<file path="config.mk">
export PLATFORM = sky130hd
export DESIGN_NAME = msp_setup
export DESIGN_NICKNAME = d
export VERILOG_FILES = /design/src/hdl/msp_pkg.sv /design/src/hdl/msp_setup.sv
export VERILOG_INCLUDE_DIRS = /design/src /design/src/hdl
export SDC_FILE = /design/constraint.sdc
export NUM_CORES = 1
export LEC_CHECK = 0
export BUFFER_PORTS_ARGS = -buffer_cell sky130_fd_sc_hd__buf_2
export CAP_MARGIN = 20
export CORE_UTILIZATION = 58
export DETAILED_ROUTE_END_ITERATION = 10
export PLACE_DENSITY = 0.88
export SLEW_MARGIN = 20
export SYNTH_ARGS = -nofsm -noshare
export SYNTH_HDL_FRONTEND = slang
export SYNTH_SLANG_ARGS = --single-unit
export TNS_END_PERCENT = 50
</file>
<file path="constraint.sdc">
create_clock -name hclk -period 4.6 [get_ports hclk]
set_input_delay 0.92 -clock hclk [delete_from_list [all_inputs] [get_ports hclk]]
set_output_delay 0.92 -clock hclk [all_outputs]
set_load 0.005 [all_outputs]
</file>
<file path="src/hdl/msp_regs.svh">
// register offsets, field positions, reset values and timing counts of the meter setup block
`ifndef MSP_REGS_SVH
`define MSP_REGS_SVH
`define MSP_A_CTRL 8'h00
`define MSP_A_CFG 8'h04
`define MSP_A_DATES 8'h08
`define MSP_A_UNIT 8'h0C
`define MSP_A_ADDR 8'h10
`define MSP_A_LIMIT 8'h14
`define MSP_A_OFS 8'h18
`define MSP_A_STAT 8'h1C
`define MSP_CTRL_ENTER 0
`define MSP_CTRL_TRST 1
`define MSP_CTRL_RSTB 2
`define MSP_CTRL_RCMD 4
`define MSP_CFG_OFSEN 4
`define MSP_CFG_HOUREN 5
`define MSP_CFG_WIRED 6
`define MSP_CFG_OUTLET 7
`define MSP_OFS_SIGN 8
`define MSP_STAT_REFUSED 7
`define MSP_TYPE_HC 4'h6
`define MSP_DATE_OFF 16'h0000
`define MSP_DAY_OFF 8'h00
`define MSP_ADDR_MAX 8'hFA
`define MSP_LIMIT_MIN 20'h00200
`define MSP_LIMIT_MAX 20'h18000
`define MSP_LIMIT_OFF 20'h25000
`define MSP_ITEM_FIRST 4'h1
`define MSP_ITEM_HC 4'hB
`define MSP_ITEM_OFS 4'hC
`define MSP_ITEM_RADIO 4'hD
`define MSP_ITEM_LOCK 4'hE
`define MSP_CLK_NS 5
`define MSP_SEC_NS 1000000000
`define MSP_TICK_CYC (`MSP_SEC_NS / `MSP_CLK_NS)
`define MSP_LOCK_S 5
`define MSP_IDLE_MIN 4
`define MSP_IDLE_S (`MSP_IDLE_MIN * 60)
`define MSP_HOUR_S 3600
`endif

</file>
<file path="src/hdl/msp_pkg.sv">
// types shared by the meter setup block
package msp_pkg;
  typedef enum logic [1:0] {RADIO_PERM_OFF, RADIO_SUSP, RADIO_ON} msp_radio_e;
  typedef struct packed {
    logic [3:0] unit;
    logic [11:0] res;
  } msp_pair_s;
  typedef msp_pair_s [6:0] msp_table_t;
  localparam msp_table_t UNIT_TABLE = {
    {4'h3, 12'h455}, {4'h2, 12'h455}, {4'h3, 12'h407}, {4'h2, 12'h407},
    {4'h4, 12'h419}, {4'h3, 12'h419}, {4'h2, 12'h419}};
  typedef struct packed {
    logic [3:0] item;
    logic [2:0] focus;
    logic editing;
    logic frame;
    logic [2:0] frame_len;
    logic off_ind;
    logic no_radio_ind;
    logic flow_outlet;
    logic [1:0] radio_sym;
  } msp_disp_s;
  typedef struct packed {
    logic flow_outlet;
    msp_pair_s unit_res;
    logic [7:0] bus_addr;
    logic [19:0] heat_cool_limit;
    logic heat_cool_active;
    logic ofs_neg;
    logic [7:0] ofs_dec;
  } msp_cfg_s;
endpackage : msp_pkg

</file>
<file path="src/hdl/msp_setup.sv">
// meter setup parameter holder: menu key handling, parameter checks, radio state, AHB-Lite registers
//
// Our own choices: the register offsets and the AHB-Lite slave port.
`timescale 1ns/1ps
`default_nettype none
`include "msp_regs.svh"
module msp_setup #(
  parameter int unsigned TICK_CYC = `MSP_TICK_CYC,
  parameter int unsigned IDLE_S = `MSP_IDLE_S,
  parameter int unsigned HOUR_S = `MSP_HOUR_S,
  parameter msp_pkg::msp_table_t UNIT_TABLE = msp_pkg::UNIT_TABLE
) (
  input wire logic hclk,
  input wire logic hresetn,
  input wire logic hsel,
  input wire logic [31:0] haddr,
  input wire logic [1:0] htrans,
  input wire logic hwrite,
  input wire logic [2:0] hsize,
  input wire logic [31:0] hwdata,
  input wire logic hready,
  output logic hreadyout,
  output logic hresp,
  output logic [31:0] hrdata,
  input wire logic key_pin,
  input wire logic first_integ,
  input wire logic consumption,
  input wire logic install_req,
  input wire logic verify_mode,
  input wire logic seal_open,
  output logic radio_on,
  output logic install_go,
  output logic log_year_dbl,
  output logic log_month_dbl,
  output logic menu_active,
  output msp_pkg::msp_disp_s disp,
  output msp_pkg::msp_cfg_s cfg
);
  // bus address phase capture; zero wait states, always OKAY
  logic wr_q, rd_sel;
  logic [7:0] wa_q;
  logic [31:0] rdata_q;
  wire logic acc = hsel & htrans[1] & hready;
  wire logic wr_ctrl = wr_q & (wa_q == `MSP_A_CTRL);
  wire logic wr_cfg = wr_q & (wa_q == `MSP_A_CFG);
  wire logic wr_dates = wr_q & (wa_q == `MSP_A_DATES);
  wire logic wr_unit = wr_q & (wa_q == `MSP_A_UNIT);
  wire logic wr_addr = wr_q & (wa_q == `MSP_A_ADDR);
  wire logic wr_limit = wr_q & (wa_q == `MSP_A_LIMIT);
  wire logic wr_ofs = wr_q & (wa_q == `MSP_A_OFS);
  wire logic wr_stat = wr_q & (wa_q == `MSP_A_STAT);
  assign rd_sel = acc & ~hwrite;
  assign hreadyout = 1'b1;
  assign hresp = 1'b0;
  assign hrdata = rdata_q;

  always_ff @(posedge hclk or negedge hresetn) begin
    if (!hresetn) begin
      wr_q <= 1'b0;
      wa_q <= 8'h00;
    end else begin
      wr_q <= acc & hwrite;
      wa_q <= {haddr[7:2], 2'b00};
    end
  end

  // key pin synchroniser; a level change counts once stages two and three agree
  logic [2:0] ksync_q;
  logic key_q;
  always_ff @(posedge hclk or negedge hresetn) begin
    if (!hresetn) begin
      ksync_q <= 3'b000;
      key_q <= 1'b0;
    end else begin
      ksync_q <= {ksync_q[1:0], key_pin};
      if (ksync_q[1] == ksync_q[2])
        key_q <= ksync_q[2];
    end
  end
  logic key_d1_q;
  wire logic key_press = key_q & ~key_d1_q;
  wire logic key_rel = ~key_q & key_d1_q;

  // one second tick, restarted at every key edge so holds are timed from the press
  logic [31:0] tick_cnt_q;
  wire logic tick = (tick_cnt_q == TICK_CYC - 1);
  always_ff @(posedge hclk or negedge hresetn) begin
    if (!hresetn) begin
      tick_cnt_q <= 32'h0000_0000;
      key_d1_q <= 1'b0;
    end else begin
      key_d1_q <= key_q;
      if (key_press | key_rel | tick)
        tick_cnt_q <= 32'h0000_0000;
      else
        tick_cnt_q <= tick_cnt_q + 32'h0000_0001;
    end
  end

  // configuration and parameter storage
  logic [3:0] mtype_q;
  logic ofs_en_q, hour_en_q, wired_q, outlet_q;
  logic [15:0] hours_pre_q, hours_q;
  logic [11:0] hsec_q;
  logic [15:0] year2_q;
  logic [7:0] month2_q;
  msp_pkg::msp_pair_s unit_q, unit_pend_q;
  logic pend_q;
  logic [7:0] addr_q;
  logic [19:0] limit_q;
  logic ofs_neg_q;
  logic [7:0] ofs_q;
  logic locked_q, transport_q, refused_q;
  logic [3:0] item_q;
  logic editing_q;
  logic [2:0] focus_q;
  logic [3:0] hold_q;
  logic [7:0] idle_q;
  msp_pkg::msp_radio_e radio_q;

  // pair check against the factory table, one comparator per entry
  logic [6:0] pair_hit;
  genvar gi;
  generate
    for (gi = 0; gi < 7; gi++) begin : g_pair
      assign pair_hit[gi] = (UNIT_TABLE[gi] == msp_pkg::msp_pair_s'({hwdata[3:0], hwdata[27:16]}));
    end
  endgenerate
  wire logic pair_ok = |pair_hit;

  // derived conditions
  wire logic is_hc = (mtype_q == `MSP_TYPE_HC);
  wire logic hc_off_item = (item_q == `MSP_ITEM_HC) & ~is_hc;
  wire logic ofs_off_item = (item_q == `MSP_ITEM_OFS) & ~ofs_en_q;
  wire logic off_shown = menu_active & (hc_off_item | ofs_off_item);
  wire logic on_lock = menu_active & (item_q == `MSP_ITEM_LOCK);
  wire logic lock_done = on_lock & key_q & tick & (hold_q == `MSP_LOCK_S - 1);
  wire logic idle_out = menu_active & ~key_q & tick & (idle_q == IDLE_S - 1);
  wire logic trst = wr_ctrl & hwdata[`MSP_CTRL_TRST];
  wire logic enter = wr_ctrl & hwdata[`MSP_CTRL_ENTER] & (~locked_q | seal_open);
  wire logic leave = lock_done | idle_out;
  wire logic edit_ok = is_hc ? (item_q == `MSP_ITEM_HC) : ((item_q == `MSP_ITEM_OFS) & ofs_en_q);
  wire logic can_edit = menu_active & ~editing_q & (hold_q != 4'h0) & key_rel & edit_ok;
  wire logic short_rel = key_rel & (hold_q == 4'h0);
  wire logic long_rel = key_rel & (hold_q != 4'h0);
  wire logic hc_edit = editing_q & (item_q == `MSP_ITEM_HC);
  wire logic ofs_edit = editing_q & (item_q == `MSP_ITEM_OFS);
  wire logic [2:0] last_focus = hc_edit ? 3'h4 : 3'h2;
  wire logic edit_end = editing_q & long_rel & (focus_q == last_focus);
  wire logic hour_hit = hour_en_q & (hours_q == hours_pre_q);

  // bcd digit increment wrapping 9 to 0
  function automatic logic [3:0] msp_inc(input logic [3:0] d);
    msp_inc = (d == 4'h9) ? 4'h0 : d + 4'h1;
  endfunction : msp_inc

  // limit forced to the disabled value when outside the active range
  function automatic logic [19:0] msp_clamp(input logic [19:0] v);
    msp_clamp = (v < `MSP_LIMIT_MIN || v > `MSP_LIMIT_MAX) ? `MSP_LIMIT_OFF : v;
  endfunction : msp_clamp

  // hold and idle second counters
  always_ff @(posedge hclk or negedge hresetn) begin
    if (!hresetn) begin
      hold_q <= 4'h0;
      idle_q <= 8'h00;
    end else begin
      if (key_press | ~key_q)
        hold_q <= 4'h0;
      else if (tick && hold_q != 4'hF)
        hold_q <= hold_q + 4'h1;
      if (key_press | ~menu_active)
        idle_q <= 8'h00;
      else if (tick & ~key_q)
        idle_q <= idle_q + 8'h01;
    end
  end

  // menu navigation and in-place digit editing
  always_ff @(posedge hclk or negedge hresetn) begin
    if (!hresetn) begin
      menu_active <= 1'b0;
      item_q <= `MSP_ITEM_FIRST;
      editing_q <= 1'b0;
      focus_q <= 3'h0;
    end else if (trst | leave) begin
      menu_active <= 1'b0;
      editing_q <= 1'b0;
      item_q <= `MSP_ITEM_FIRST;
    end else if (enter) begin
      menu_active <= 1'b1;
      item_q <= `MSP_ITEM_FIRST;
    end else if (can_edit) begin
      editing_q <= 1'b1;
      focus_q <= 3'h0;
    end else if (edit_end) begin
      editing_q <= 1'b0;
    end else if (editing_q & long_rel) begin
      focus_q <= focus_q + 3'h1;
    end else if (menu_active & ~editing_q & short_rel) begin
      item_q <= (item_q == `MSP_ITEM_LOCK) ? `MSP_ITEM_FIRST : item_q + 4'h1;
    end
  end

  // configuration bits and target dates
  always_ff @(posedge hclk or negedge hresetn) begin
    if (!hresetn) begin
      mtype_q <= 4'h0;
      ofs_en_q <= 1'b0;
      hour_en_q <= 1'b0;
      wired_q <= 1'b0;
      outlet_q <= 1'b0;
      hours_pre_q <= 16'h0000;
      year2_q <= `MSP_DATE_OFF;
      month2_q <= `MSP_DAY_OFF;
      addr_q <= 8'h00;
    end else begin
      if (wr_cfg) begin
        mtype_q <= hwdata[3:0];
        ofs_en_q <= hwdata[`MSP_CFG_OFSEN];
        hour_en_q <= hwdata[`MSP_CFG_HOUREN];
        wired_q <= hwdata[`MSP_CFG_WIRED];
        outlet_q <= hwdata[`MSP_CFG_OUTLET];
        hours_pre_q <= hwdata[31:16];
      end
      if (wr_dates) begin
        year2_q <= hwdata[15:0];
        month2_q <= hwdata[23:16];
      end
      if (wr_addr && hwdata[7:0] <= `MSP_ADDR_MAX && hwdata[31:8] == 24'h000000)
        addr_q <= hwdata[7:0];
    end
  end

  // unit/resolution pair: held pending, committed when the menu is left
  always_ff @(posedge hclk or negedge hresetn) begin
    if (!hresetn) begin
      unit_q <= UNIT_TABLE[0];
      unit_pend_q <= UNIT_TABLE[0];
      pend_q <= 1'b0;
    end else if (wr_unit & pair_ok) begin
      unit_pend_q <= msp_pkg::msp_pair_s'({hwdata[3:0], hwdata[27:16]});
      pend_q <= 1'b1;
    end else if (pend_q & (leave | trst)) begin
      unit_q <= unit_pend_q;
      pend_q <= 1'b0;
    end
  end

  // heat/cooling limit and sensor offset, from the bus or the key
  always_ff @(posedge hclk or negedge hresetn) begin
    if (!hresetn) begin
      limit_q <= `MSP_LIMIT_OFF;
      ofs_neg_q <= 1'b0;
      ofs_q <= 8'h00;
    end else begin
      if (wr_limit & is_hc)
        limit_q <= msp_clamp(hwdata[19:0]);
      else if (hc_edit & short_rel)
        limit_q[19 - 4 * focus_q -: 4] <= msp_inc(limit_q[19 - 4 * focus_q -: 4]);
      else if (hc_edit & edit_end)
        limit_q <= msp_clamp(limit_q);
      // only decimals are stored, so the integer digit cannot move off zero
      if (wr_ofs && ofs_en_q && hwdata[7:4] <= 4'h9 && hwdata[3:0] <= 4'h9) begin
        ofs_q <= hwdata[7:0];
        ofs_neg_q <= hwdata[`MSP_OFS_SIGN];
      end else if (ofs_edit & short_rel) begin
        if (focus_q == 3'h0)
          ofs_neg_q <= ~ofs_neg_q;
        else if (focus_q == 3'h1)
          ofs_q[7:4] <= msp_inc(ofs_q[7:4]);
        else
          ofs_q[3:0] <= msp_inc(ofs_q[3:0]);
      end
    end
  end

  // production hour counter, running on the one second tick
  always_ff @(posedge hclk or negedge hresetn) begin
    if (!hresetn) begin
      hsec_q <= 12'h000;
      hours_q <= 16'h0000;
    end else if (tick) begin
      if (hsec_q == 12'(HOUR_S - 1)) begin
        hsec_q <= 12'h000;
        if (hour_en_q && hours_q != 16'hFFFF)
          hours_q <= hours_q + 16'h0001;
      end else begin
        hsec_q <= hsec_q + 12'h001;
      end
    end
  end

  // transport state, lock and radio state machine
  always_ff @(posedge hclk or negedge hresetn) begin
    if (!hresetn) begin
      radio_q <= msp_pkg::RADIO_SUSP;
      transport_q <= 1'b1;
      locked_q <= 1'b0;
      refused_q <= 1'b0;
    end else begin
      if (install_req & (radio_q == msp_pkg::RADIO_PERM_OFF))
        refused_q <= 1'b1;
      else if (wr_stat & hwdata[`MSP_STAT_REFUSED])
        refused_q <= 1'b0;
      if (trst) begin
        transport_q <= 1'b1;
        locked_q <= 1'b0;
      end else if (lock_done) begin
        locked_q <= 1'b1;
        transport_q <= 1'b0;
      end else if (first_integ) begin
        transport_q <= 1'b0;
      end
      if (trst) begin
        radio_q <= msp_pkg::RADIO_SUSP;
      end else if (wr_ctrl & hwdata[`MSP_CTRL_RSTB]) begin
        case (hwdata[`MSP_CTRL_RCMD +: 2])
          2'h0: radio_q <= msp_pkg::RADIO_PERM_OFF;
          2'h1: radio_q <= msp_pkg::RADIO_SUSP;
          default: radio_q <= msp_pkg::RADIO_ON;
        endcase
      end else begin
        case (radio_q)
          msp_pkg::RADIO_SUSP: begin
            if (first_integ & transport_q)
              radio_q <= msp_pkg::RADIO_ON;
            else if (~verify_mode & (consumption | hour_hit))
              radio_q <= msp_pkg::RADIO_ON;
          end
          msp_pkg::RADIO_PERM_OFF: radio_q <= msp_pkg::RADIO_PERM_OFF;
          default: radio_q <= radio_q;
        endcase
      end
    end
  end

  // registered outputs: radio, install request pass-on, logging doubles
  always_ff @(posedge hclk or negedge hresetn) begin
    if (!hresetn) begin
      radio_on <= 1'b0;
      install_go <= 1'b0;
      log_year_dbl <= 1'b0;
      log_month_dbl <= 1'b0;
    end else begin
      radio_on <= (radio_q == msp_pkg::RADIO_ON) & ~wired_q;
      install_go <= install_req & (radio_q != msp_pkg::RADIO_PERM_OFF);
      log_year_dbl <= (year2_q != `MSP_DATE_OFF);
      log_month_dbl <= (month2_q != `MSP_DAY_OFF);
    end
  end

  // display fields are combinational views of registered state
  always_comb begin
    disp.item = item_q;
    disp.focus = focus_q;
    disp.editing = editing_q;
    disp.frame = key_q & (off_shown | on_lock);
    disp.frame_len = on_lock & key_q ? hold_q[2:0] : 3'h0;
    disp.off_ind = off_shown;
    disp.no_radio_ind = menu_active & wired_q & (item_q == `MSP_ITEM_RADIO);
    disp.flow_outlet = outlet_q;
    disp.radio_sym = wired_q ? 2'b00 : (radio_q == msp_pkg::RADIO_ON) ? 2'b11 :
                     (radio_q == msp_pkg::RADIO_SUSP) ? 2'b01 : 2'b10;
    cfg.flow_outlet = outlet_q;
    cfg.unit_res = unit_q;
    cfg.bus_addr = addr_q;
    cfg.heat_cool_limit = limit_q;
    cfg.heat_cool_active = is_hc & (limit_q != `MSP_LIMIT_OFF);
    cfg.ofs_neg = ofs_neg_q & ofs_en_q;
    cfg.ofs_dec = ofs_en_q ? ofs_q : 8'h00;
  end

  // read data registered during the address phase
  wire logic [31:0] stat_word = {13'h0000, focus_q, item_q, hold_q, refused_q,
    radio_q == msp_pkg::RADIO_ON, radio_q == msp_pkg::RADIO_SUSP,
    radio_q == msp_pkg::RADIO_PERM_OFF, editing_q, transport_q, locked_q, menu_active};
  always_ff @(posedge hclk or negedge hresetn) begin
    if (!hresetn) begin
      rdata_q <= 32'h0000_0000;
    end else if (rd_sel) begin
      case ({haddr[7:2], 2'b00})
        `MSP_A_CFG: rdata_q <= {hours_pre_q, 8'h00, outlet_q, wired_q, hour_en_q, ofs_en_q, mtype_q};
        `MSP_A_DATES: rdata_q <= {8'h00, month2_q, year2_q};
        `MSP_A_UNIT: rdata_q <= {pend_q, 3'h0, unit_q.res, 12'h000, unit_q.unit};
        `MSP_A_ADDR: rdata_q <= {24'h000000, addr_q};
        `MSP_A_LIMIT: rdata_q <= {12'h000, limit_q};
        `MSP_A_OFS: rdata_q <= {23'h000000, ofs_neg_q, ofs_q};
        `MSP_A_STAT: rdata_q <= stat_word;
        default: rdata_q <= 32'h0000_0000;
      endcase
    end
  end
endmodule : msp_setup
`default_nettype wire

</file>
; After elaboration in Yosys (flattened, before gate mapping)
; Cells that the tools add are included.
[totals]
ramBits = 0
input_bits = 80
mem_count = 0
latch_bits = 0
elab_cells = 305
rom_bits = 0
out_inout_bits = 111
ff_bits = 252
[classes]
n_reduce_logical = 46
add_sub_neg = 12
mux = 62
bitwise_logic = 83
n_eq_ne = 51
div_mod_pow = 0
multipliers = 0
order_cmp = 7
shifts = 3
[op_table]
columns = cell, count
row1 = $pmux W32 S7, 1
row2 = $mux W20, 5
row3 = $eq A14 B16 Y1 const A, 6
row4 = $and A1 B1 Y1, 59
row5 = $mux W4, 14
row6 = $eq A6 B3 Y1 const B, 8
row7 = $mux W8, 6
row8 = $gt A20 B17 Y1 const B, 2
row9 = $lt A20 B10 Y1 const B, 2
row10 = $neg A32 Y34, 1
row11 = $shift A4 B34 Y23 const A, 1
row12 = $shiftx A4 B34 Y23, 1
row13 = $shiftx A23 B33 Y4, 1
row14 = $add A32 B1 Y32 const B, 1
row15 = $eq A32 B28 Y1 const B, 1
row16 = $mux W32, 1
row17 = $eq A4 B4 Y1 const B, 7
row18 = $eq A6 B2 Y1 const B, 4
row19 = $logic_not A24 Y1, 1
row20 = $reduce_bool A2 Y1, 11
row21 = $add A4 B1 Y4 const B, 5
row22 = $bwmux W20, 1
row23 = $ne A20 B18 Y1 const B, 1
row24 = $mux W1, 19
row25 = other kinds (45), 105

; Depth between registers and ports, before layout
; Gate-level depths: netlist of run 1.
[logic_depth]
depth_word = 10
depth_mapped = 14
depth_no_buf = 12

; Worst setup path before layout of run 1
; OpenSTA, ideal clock, no wires.
[synth_timing]
kind = reg2reg
startpoint = register focus_q[0]
endpoint = register limit_q[1]
required_time_ns = 4.474
setup_time_ns = 0.126
synth_period_minus_slack_ns = 3.390
arrival_ns = 3.264
n_path_buf = 2
slack_ns = 1.210
path_stages_with_launch = 14
cell_sequence = dfrtp_1 -> clkbuf_1 -> inv_1 -> clkbuf_1 -> ha_1 -> ha_1 -> a2111oi_2 -> nand2_1 -> o21ai_0 -> or2_2 -> ha_1 -> o21ai_0 -> o21a_1 -> a221o_1
[synth_between]
elab_chain_len = 8
elab_cells_between_ends = 16
cone_classes = 3 x add/sub / 2 x eq/ne / 3 x shift / 4 x mux / 2 x bitwise / 2 x reduce/logical
[synth_rtl]
columns = item, line
row1 = start: declaration, msp_setup.sv:116  ; logic [2:0] focus_q;
row2 = start signal: assignment, msp_setup.sv:199  ; focus_q <= focus_q + 3'h1;
row3 = $sub A5 B5 Y6, msp_setup.sv:260  ; limit_q[19 - 4 * focus_q -: 4] <= msp_inc(limit_q[19 - 4 * focus_q -: 4]);
row4 = $shiftx A23 B33 Y4, msp_setup.sv:260
row5 = $add A4 B1 Y4 or $eq A4 B4 Y1 (tied branches), msp_setup.sv:154  ; msp_inc = (d == 4'h9) ? 4'h0 : d + 4'h1;
row6 = $mux W4, msp_setup.sv:154
row7 = $shiftx A4 B34 Y23, msp_setup.sv:260
row8 = $bwmux W20, msp_setup.sv:260
row9 = $mux W20, msp_setup.sv:259  ; else if (hc_edit & short_rel)
row10 = $mux W20, msp_setup.sv:257  ; if (wr_limit & is_hc)
row11 = end signal: assignment, msp_setup.sv:258  ; limit_q <= msp_clamp(hwdata[19:0]);
row12 = end signal: indexed assignment, msp_setup.sv:260
row13 = end signal: assignment, msp_setup.sv:262  ; limit_q <= msp_clamp(limit_q);
row14 = end: declaration, msp_setup.sv:110  ; logic [19:0] limit_q;
; Several ways; a longest one is shown, not always the timed one.
; A chain may end at the register's enable or synchronous reset.

; Worst setup path after layout of run 1
[layout_timing]
startpoint = register focus_q[1]
endpoint = register limit_q[0]
; Same word-level chain as after synthesis.

==> results.md, run 1 <==
* Critical path arrival at 4110 ps
* Synthesized instance count at between 1000 and 1500
* Max IR drop VDD at 0.000292 V
* Leak pwr at 6.76 nW
* TNS Setup at 0 ps
* Synth top area cells: dfrtp_1 45%, mux2_2 6.4%, o21ai_0 3.5%, nand2_1 3.3%, dfstp_2 3.2%
* Die W at 152 µm
* Post-synth EDFFs at 0
* Via-per-instance ratio at 6.54
* CTS root buffer: clkbuf_16
* Clock skew at 22.3 ps
* Placed Area at 14100 µm²
* Top cells by instance count after synthesis: 236 x dfrtp_1, 114 x nand2_1, 92 x o21ai_0
* Synth Flop Type: dfrtp_1
* Count leader, synth: dfrtp_1
* Pin count of the biggest net entering global routing at 121
* Worst path buffer plus inverter count at 2
* Bufs on Longest Clock Path at 3
* Sequential area share after synthesis at 0.483
* CTS tree: yes
* Initial antenna violation count at 0
* Slowest stage delay, CP at 610 ps
* Netlist cell types at 85
* Clock Sinks at 252
* Global placement routability congestion at 0.959
* Max Slew Vio Count at 0
* Layout net count at 1502
* Global-route wire length before repair at roughly 58000 µm
* Worst skew pair latency at 550 ps
* Final core occ at 0.682
* ANT cells at 0
* Post-synthesis async set-or-reset flop share at 1.00
* Antenna Nets Post-Route at 0
* Routed wire length per instance at approximately 22 µm
* Main combinational cell family by area after synthesis: simple AND/OR/NAND/NOR gates
* Reg power frac at 0.485
* Failing checks: DRC
* DR iter-0 viols at 1270
* Clock share of power at 0.462
* # DRC at 15
* Final-report setup violation count at 0
* Initial Util at 0.596
* Area grow syn2layout at 14.5%
* Synth warn at 0
* Total detailed-routing wirelength at 37200 µm
* Die area at 23200 µm²
* Post-synthesis adder-cell area fraction at 0.0180
* Max FO, Critical Path at 12
* Switching power at roughly 0.0011 W
* Hold_buf cts at 0
* Worst hold path class: primary input to async pin
* Slew @ Worst Pin at 1150 ps
* Req. time, crit path at 5000 ps
* Synth Area in Compound Gates at 0.129
* H-tree levels at 1
* Post-synthesis mux area share at 0.0882
* Simple-Gate Fraction of Synth Area at 0.201
* Relative slew slack at 0.233
* Detailed placement HPWL at roughly 26000 µm
* Status: finished with violations
* Post-Syn Nets at 1367
* Net Sw Frac at 0.234
* Cell area after layout at 15000 µm²
* Mean Syn Cell Area at 10.3 µm²
* Row cnt at 54
* Max-Cap Viols at 0
* Top cell type's share of synthesized area at 0.451
* Final hold violations at 0
* Vias in the first global route at 10800
* Post_cts resized at 0
* Placeable Area at 22000 µm²
* XOR/XNOR Fraction of Synth Area at 0.0489
* Port bufs at 158
* Clk pin slew, worst setup/hold paths at ~60 ps
* CP top delay family: compound AO/OA/AOI/OAI gates
* #FFs+latches synth at 252
* Share of cells above drive strength 1 at 0.241
* Power density over cell area at approximately 320 nW/µm²
* Final min period at 3710 ps
* Synth area leader: dfrtp_1
* Height of the die at 152 µm
* Internal at 0.00366 W
* First-pass iteration count of the detailed router at 10
* Worst path cell trace: inv_1, ha_1, ha_1, a2111oi_2, buf_4, nand2_1, o21ai_0, or2_2, ha_1, o21ai_0, o21bai_1, o221ai_1
* Most common cell on crit path: ha_1
* Netlist Area Pre-Place at 13100 µm²
* GR Util All Layers at 0.320
* Tcrit/Tclk final at 0.806
* Crit start category: flip-flop
* DR vias at roughly 11000
* Combinational group share of total power at 0.054
* Critical path type: flip-flop to flip-flop
* Total gr overflow at 0
* CP endpoint kind: flip-flop
* Post-CTS setup buffer count at 0
* F_max at ~270 MHz
* CTS Buf Count at 27
* Total power at 0.00479 W
* Worst path slowest cell: dfrtp_1
* Unrepaired setup endpoints after global routing: false
* # IOs at 191
==> flip-flops by register name, summed over array words and instances, names as in the netlist, 12 cells and up <==
signal       count
unit_pend_q     16
hours_q         16
cfg             16
hsec_q          12
hrdata          32
tick_cnt_q      32
hours_pre_q     16
year2_q         16
limit_q         20
==> area by class of cell <==
cell class / count / area [µm²]
Clock buffer: 41 / 798
Clock inverter: 9 / 114
Inverter: 32 / 120
Multi-Input combinational cell: 921 / 6360
Fill cell: 1615 / 6970
Tap cell: 280 / 350
Timing Repair Buffer: 170 / 911
Sequential cell: 252 / 6330
==> kinds of logic (layout without fill, tap and decap cells) <==
logic type                 after synthesis  count (layout)
and+or+nand+nor                        480             480
AOI/OAI and AO/OA                      251             251
DFF                                    252             252
muxes                                   96              96
buffers and inverters                   96             252
xor gates and xnor gates                73              73
adders and majority gates               19              19
other                                    2               2
==> cell usage in the layout (no fill, tap or decap), types with 11 or more instances in the layout <==
cell       instances
nor2b_1           27
and2_1            19
a21oi_1           33
nand4_1           30
ha_1              18
xnor2_1           43
dfstp_2           16
nand2b_1          12
mux2_2            74
o21ai_0           92
buf_2            157
nand2_1          114
or3_1             11
dfrtp_1          236
inv_1             32
nor2_1            82
nand3_1           51
xor2_1            30
a22oi_1           20
clkbuf_16         27
nor4_1            24
and3_1            29
nor3_1            20
==> worst paths after layout <==
kind,startpoint,endpoint,slack (ps),depth (start not counted)
max,focus_q[1],limit_q[0],890,12
min,hresetn,addr_q[6],350,1
max in group asynchronous,hresetn,month2_q[7],3120,2
min reg2reg,ksync_q[0],ksync_q[1],380,0
min in group hclk,ksync_q[0],ksync_q[1],380,0
max reg2reg,focus_q[1],limit_q[0],890,12
==> per-stage QoR <==
stage | hold slack (ps) | worst slack [ps] | cells
after detailed placement | 352 | 1010 | 1654
final | 351 | 894 | 1705
after floorplan | 331 | 1210 | 1269
after CTS | 370 | 987 | 1704
after global placement | 334 | 987 | 1654
after global routing | 383 | 672 | 1705
==> per-layer routing <==
metal | vias up | track usage | wire (µm)
li1 | 4910 | - | -
met1 | 5439 | 0.431 | 14900
met2 | 661 | 0.496 | 16800
met3 | 148 | 0.0754 | 3790
met4 | 0 | 0.141 | 1620
met5 | - | 0 | 0
==> power groups by stage <==
| stage | sequential, W | clock, W | combinational (W) |
|---|---|---|---|
| after detailed placement | 0.00235 | 0 | 0.000253 |
| after floorplan | 0.00233 | 0 | 0.000129 |
| after CTS | 0.00231 | 0.00222 | 0.000256 |
| after global placement | 0.00235 | 0 | 0.000246 |
| final | 0.00232 | 0.00221 | 0.000258 |
| after global routing | 0.00232 | 0.00232 | 0.000284 |
(Power assumes the default switching activity.)
==> inputs of run 2 (changes only) <==
- CORE_UTILIZATION: 58 -> 52
- PLACE_DENSITY: 0.88 -> 0.84
- clock period: 4.6 -> 3.1 ns (I/O delays scaled with it)
==> run 2 against run 1 <==
The flow now finishes without violations; cell area up 2.1%; power is 49% higher; wire length increased by 3.9%; global-route usage fell by 2.3 points; register-to-register slack lost 630 ps; critical path type is now flip-flop to output port; critical endpoint is now disp[8]; highest routed layer unchanged.
==> results.md, run 2 (synthesis results as in run 1) <==
* Via-per-instance ratio at 6.43 (-1.8%)
* Global placement routability congestion at 0.974 (+1.5%)
* Unrepaired setup endpoints after global routing: false
* Routed wire length per instance at 21.7 µm (-0.32%)
* Final min period at 3000 ps
* Detailed placement HPWL at 27400 µm (+6.2%)
* Height of the die at 161 µm (+5.5%)
* Placeable Area at 24500 µm² (+12%)
* Total detailed-routing wirelength at 38600 µm (+3.9%)
* Critical path arrival at 2380 ps (-1730 ps)
* Most common cell after layout, fill and taps aside: dfrtp_1
* Share of cells above drive strength 1 at 0.257 (+0.0158)
* Antenna Nets Post-Route at 0 (unchanged)
* Vias in the first global route at 10900 (+1.0%)
* CTS root buffer: clkbuf_16
* Critical path type: flip-flop to output port
* # IOs at 191 (unchanged)
* GR Util All Layers at 0.297 (-0.0230)
* Global-route wire length before repair at 60400 µm (+3.4%)
* Placed Area at 14400 µm² (+2.5%)
* H-tree levels at 1 (unchanged)
* Post-CTS setup buffer count at 0 (unchanged)
* Clock Sinks at 252 (unchanged)
* CP top delay family: simple AND/OR/NAND/NOR gates
* CTS Buf Count at 27 (unchanged)
* Status: finished clean
* Relative slew slack at 0.304 (+0.0710)
* Initial antenna violation count at 0 (unchanged)
* Leak pwr at 6.90 nW (+2.1%)
* Power density over cell area at 466 nW/µm² (+46%)
* Slowest stage delay, CP at 600 ps (about the same)
* Slew @ Worst Pin at 1040 ps (-106 ps)
* Worst path buffer plus inverter count at 1 (-1)
* Die area at 25800 µm² (+11%)
* Port bufs at 158 (unchanged)
* CTS tree: yes
* Cell area after layout at 15300 µm² (+2.1%)
* Max IR drop VDD at 0.000517 V (+77%)
* Dpl cells at 1730 (+4.6%)
* Die W at 161 µm (+5.5%)
* Worst skew pair latency at 560 ps (about the same)
* TNS Setup at 0 ps (unchanged)
* Pin count of the biggest net entering global routing at 93 (-23%)
* Worst path slowest cell: nor4bb_1
* Crit start category: flip-flop
* Tcrit/Tclk final at 0.967
* Max FO, Critical Path at 4 (-8)
* DR iter-0 viols at 1385 (+9.1%)
* Max-Cap Viols at 0 (unchanged)
* Clk pin slew, worst setup/hold paths at 60 ps (about the same)
* Worst path cell trace: nor4bb_1, o22ai_1, and2_1, a22o_1, buf_2
* Final hold violations at 0 (unchanged)
* CP endpoint kind: output port
* Storage element area at 6330 µm² (about the same)
* Commonest cells after routing, fill and taps aside: 235 x dfrtp_1, 157 x buf_2, 114 x nand2_1
* Post_cts resized at 0 (unchanged)
* DR vias at 11400 (+2.4%)
* Area of the multi-input gates at 6380 µm² (+0.24%)
* Layout net count at 1533 (+2.1%)
* Worst hold slack at 64.4 ps (-287 ps)
* Max Slew Vio Count at 0 (unchanged)
* Area grow syn2layout at 17.0%
* Worst hold path class: primary input to async pin
* Req. time, crit path at 2480 ps (-2520 ps)
* F_max at 334 MHz
* Row cnt at 57 (+5.6%)
* Final-report setup violation count at 0 (unchanged)
* Hold_buf cts at 0 (unchanged)
* Bufs on Longest Clock Path at 3 (unchanged)
* # DRC at 0 (-15)
* Initial Util at 0.533 (-0.0625)
* Clock skew at 32.9 ps (+10.6 ps)
* Fill cells at 1925 (+19%)
* Non-filler instance count after layout at 1778 (+4.3%)
* ANT cells at 0 (unchanged)
* First-pass iteration count of the detailed router at 8 (-2)
* Total gr overflow at 0 (unchanged)
[run 2: changes by cell type in the layout (fill, tap and decap cells not counted), moves of 2 or more]
cell / before / now
o21ai_0: 92 / 90
buf_4: 10 / 39
clkinv_2: 5 / 3
clkbuf_8: 7 / 4
clkbuf_1: 7 / 9
buf_12: 1 / 4
[run 2: power by group]
part / internal, W / switching [W] / leakage (nW)
Combinational: 0.000144 / 0.000258 / 3.23
Clock: 0.00196 / 0.00134 / 0.440
Sequential: 0.00336 / 0.0000792 / 3.24
[run 2: final timing paths]
check                                start         end  slack [ps]  cells past startpoint
worst min-delay path               hresetn   addr_q[3]          60                      1
max in group asynchronous          hresetn     cfg[51]        2150                      2
worst max-delay path            mtype_q[2]     disp[8]         100                      5
min in group hclk                 haddr[5]     wa_q[5]         190                      1
worst max register to register  focus_q[1]  limit_q[5]         260                     12
worst min register to register  ksync_q[0]  ksync_q[1]         360                      0
[run 2: final cells by class]
class | instances | share of cell area
multi-input combinational | 921 | 0.417
clock inverter | 8 | 0.00875
clock buffer | 40 | 0.0500
tap | 324 | 0.0265
timing repair buffer | 201 | 0.0767
inverter | 32 | 0.00785
sequential | 252 | 0.413
[run 2: stage by stage]
stage	total power, W	utilization	worst slack, ps
after floorplan	0.00365	-	11.4
after global placement	0.00387	0.587	215
after detailed placement	0.00389	0.587	175
after CTS	0.00716	0.623	191
after global routing	0.00734	0.624	92.9
final	0.00713	0.624	104
[run 2: routing by layer]
| metal | up-vias | GRT usage | wire length, µm |
|---|---|---|---|
| met5 | - | 0 | 0 |
| met4 | 0 | 0.123 | 1690 |
| met3 | 158 | 0.0535 | 3740 |
| met2 | 690 | 0.464 | 17600 |
| met1 | 5598 | 0.408 | 15600 |
| li1 | 4979 | - | - |
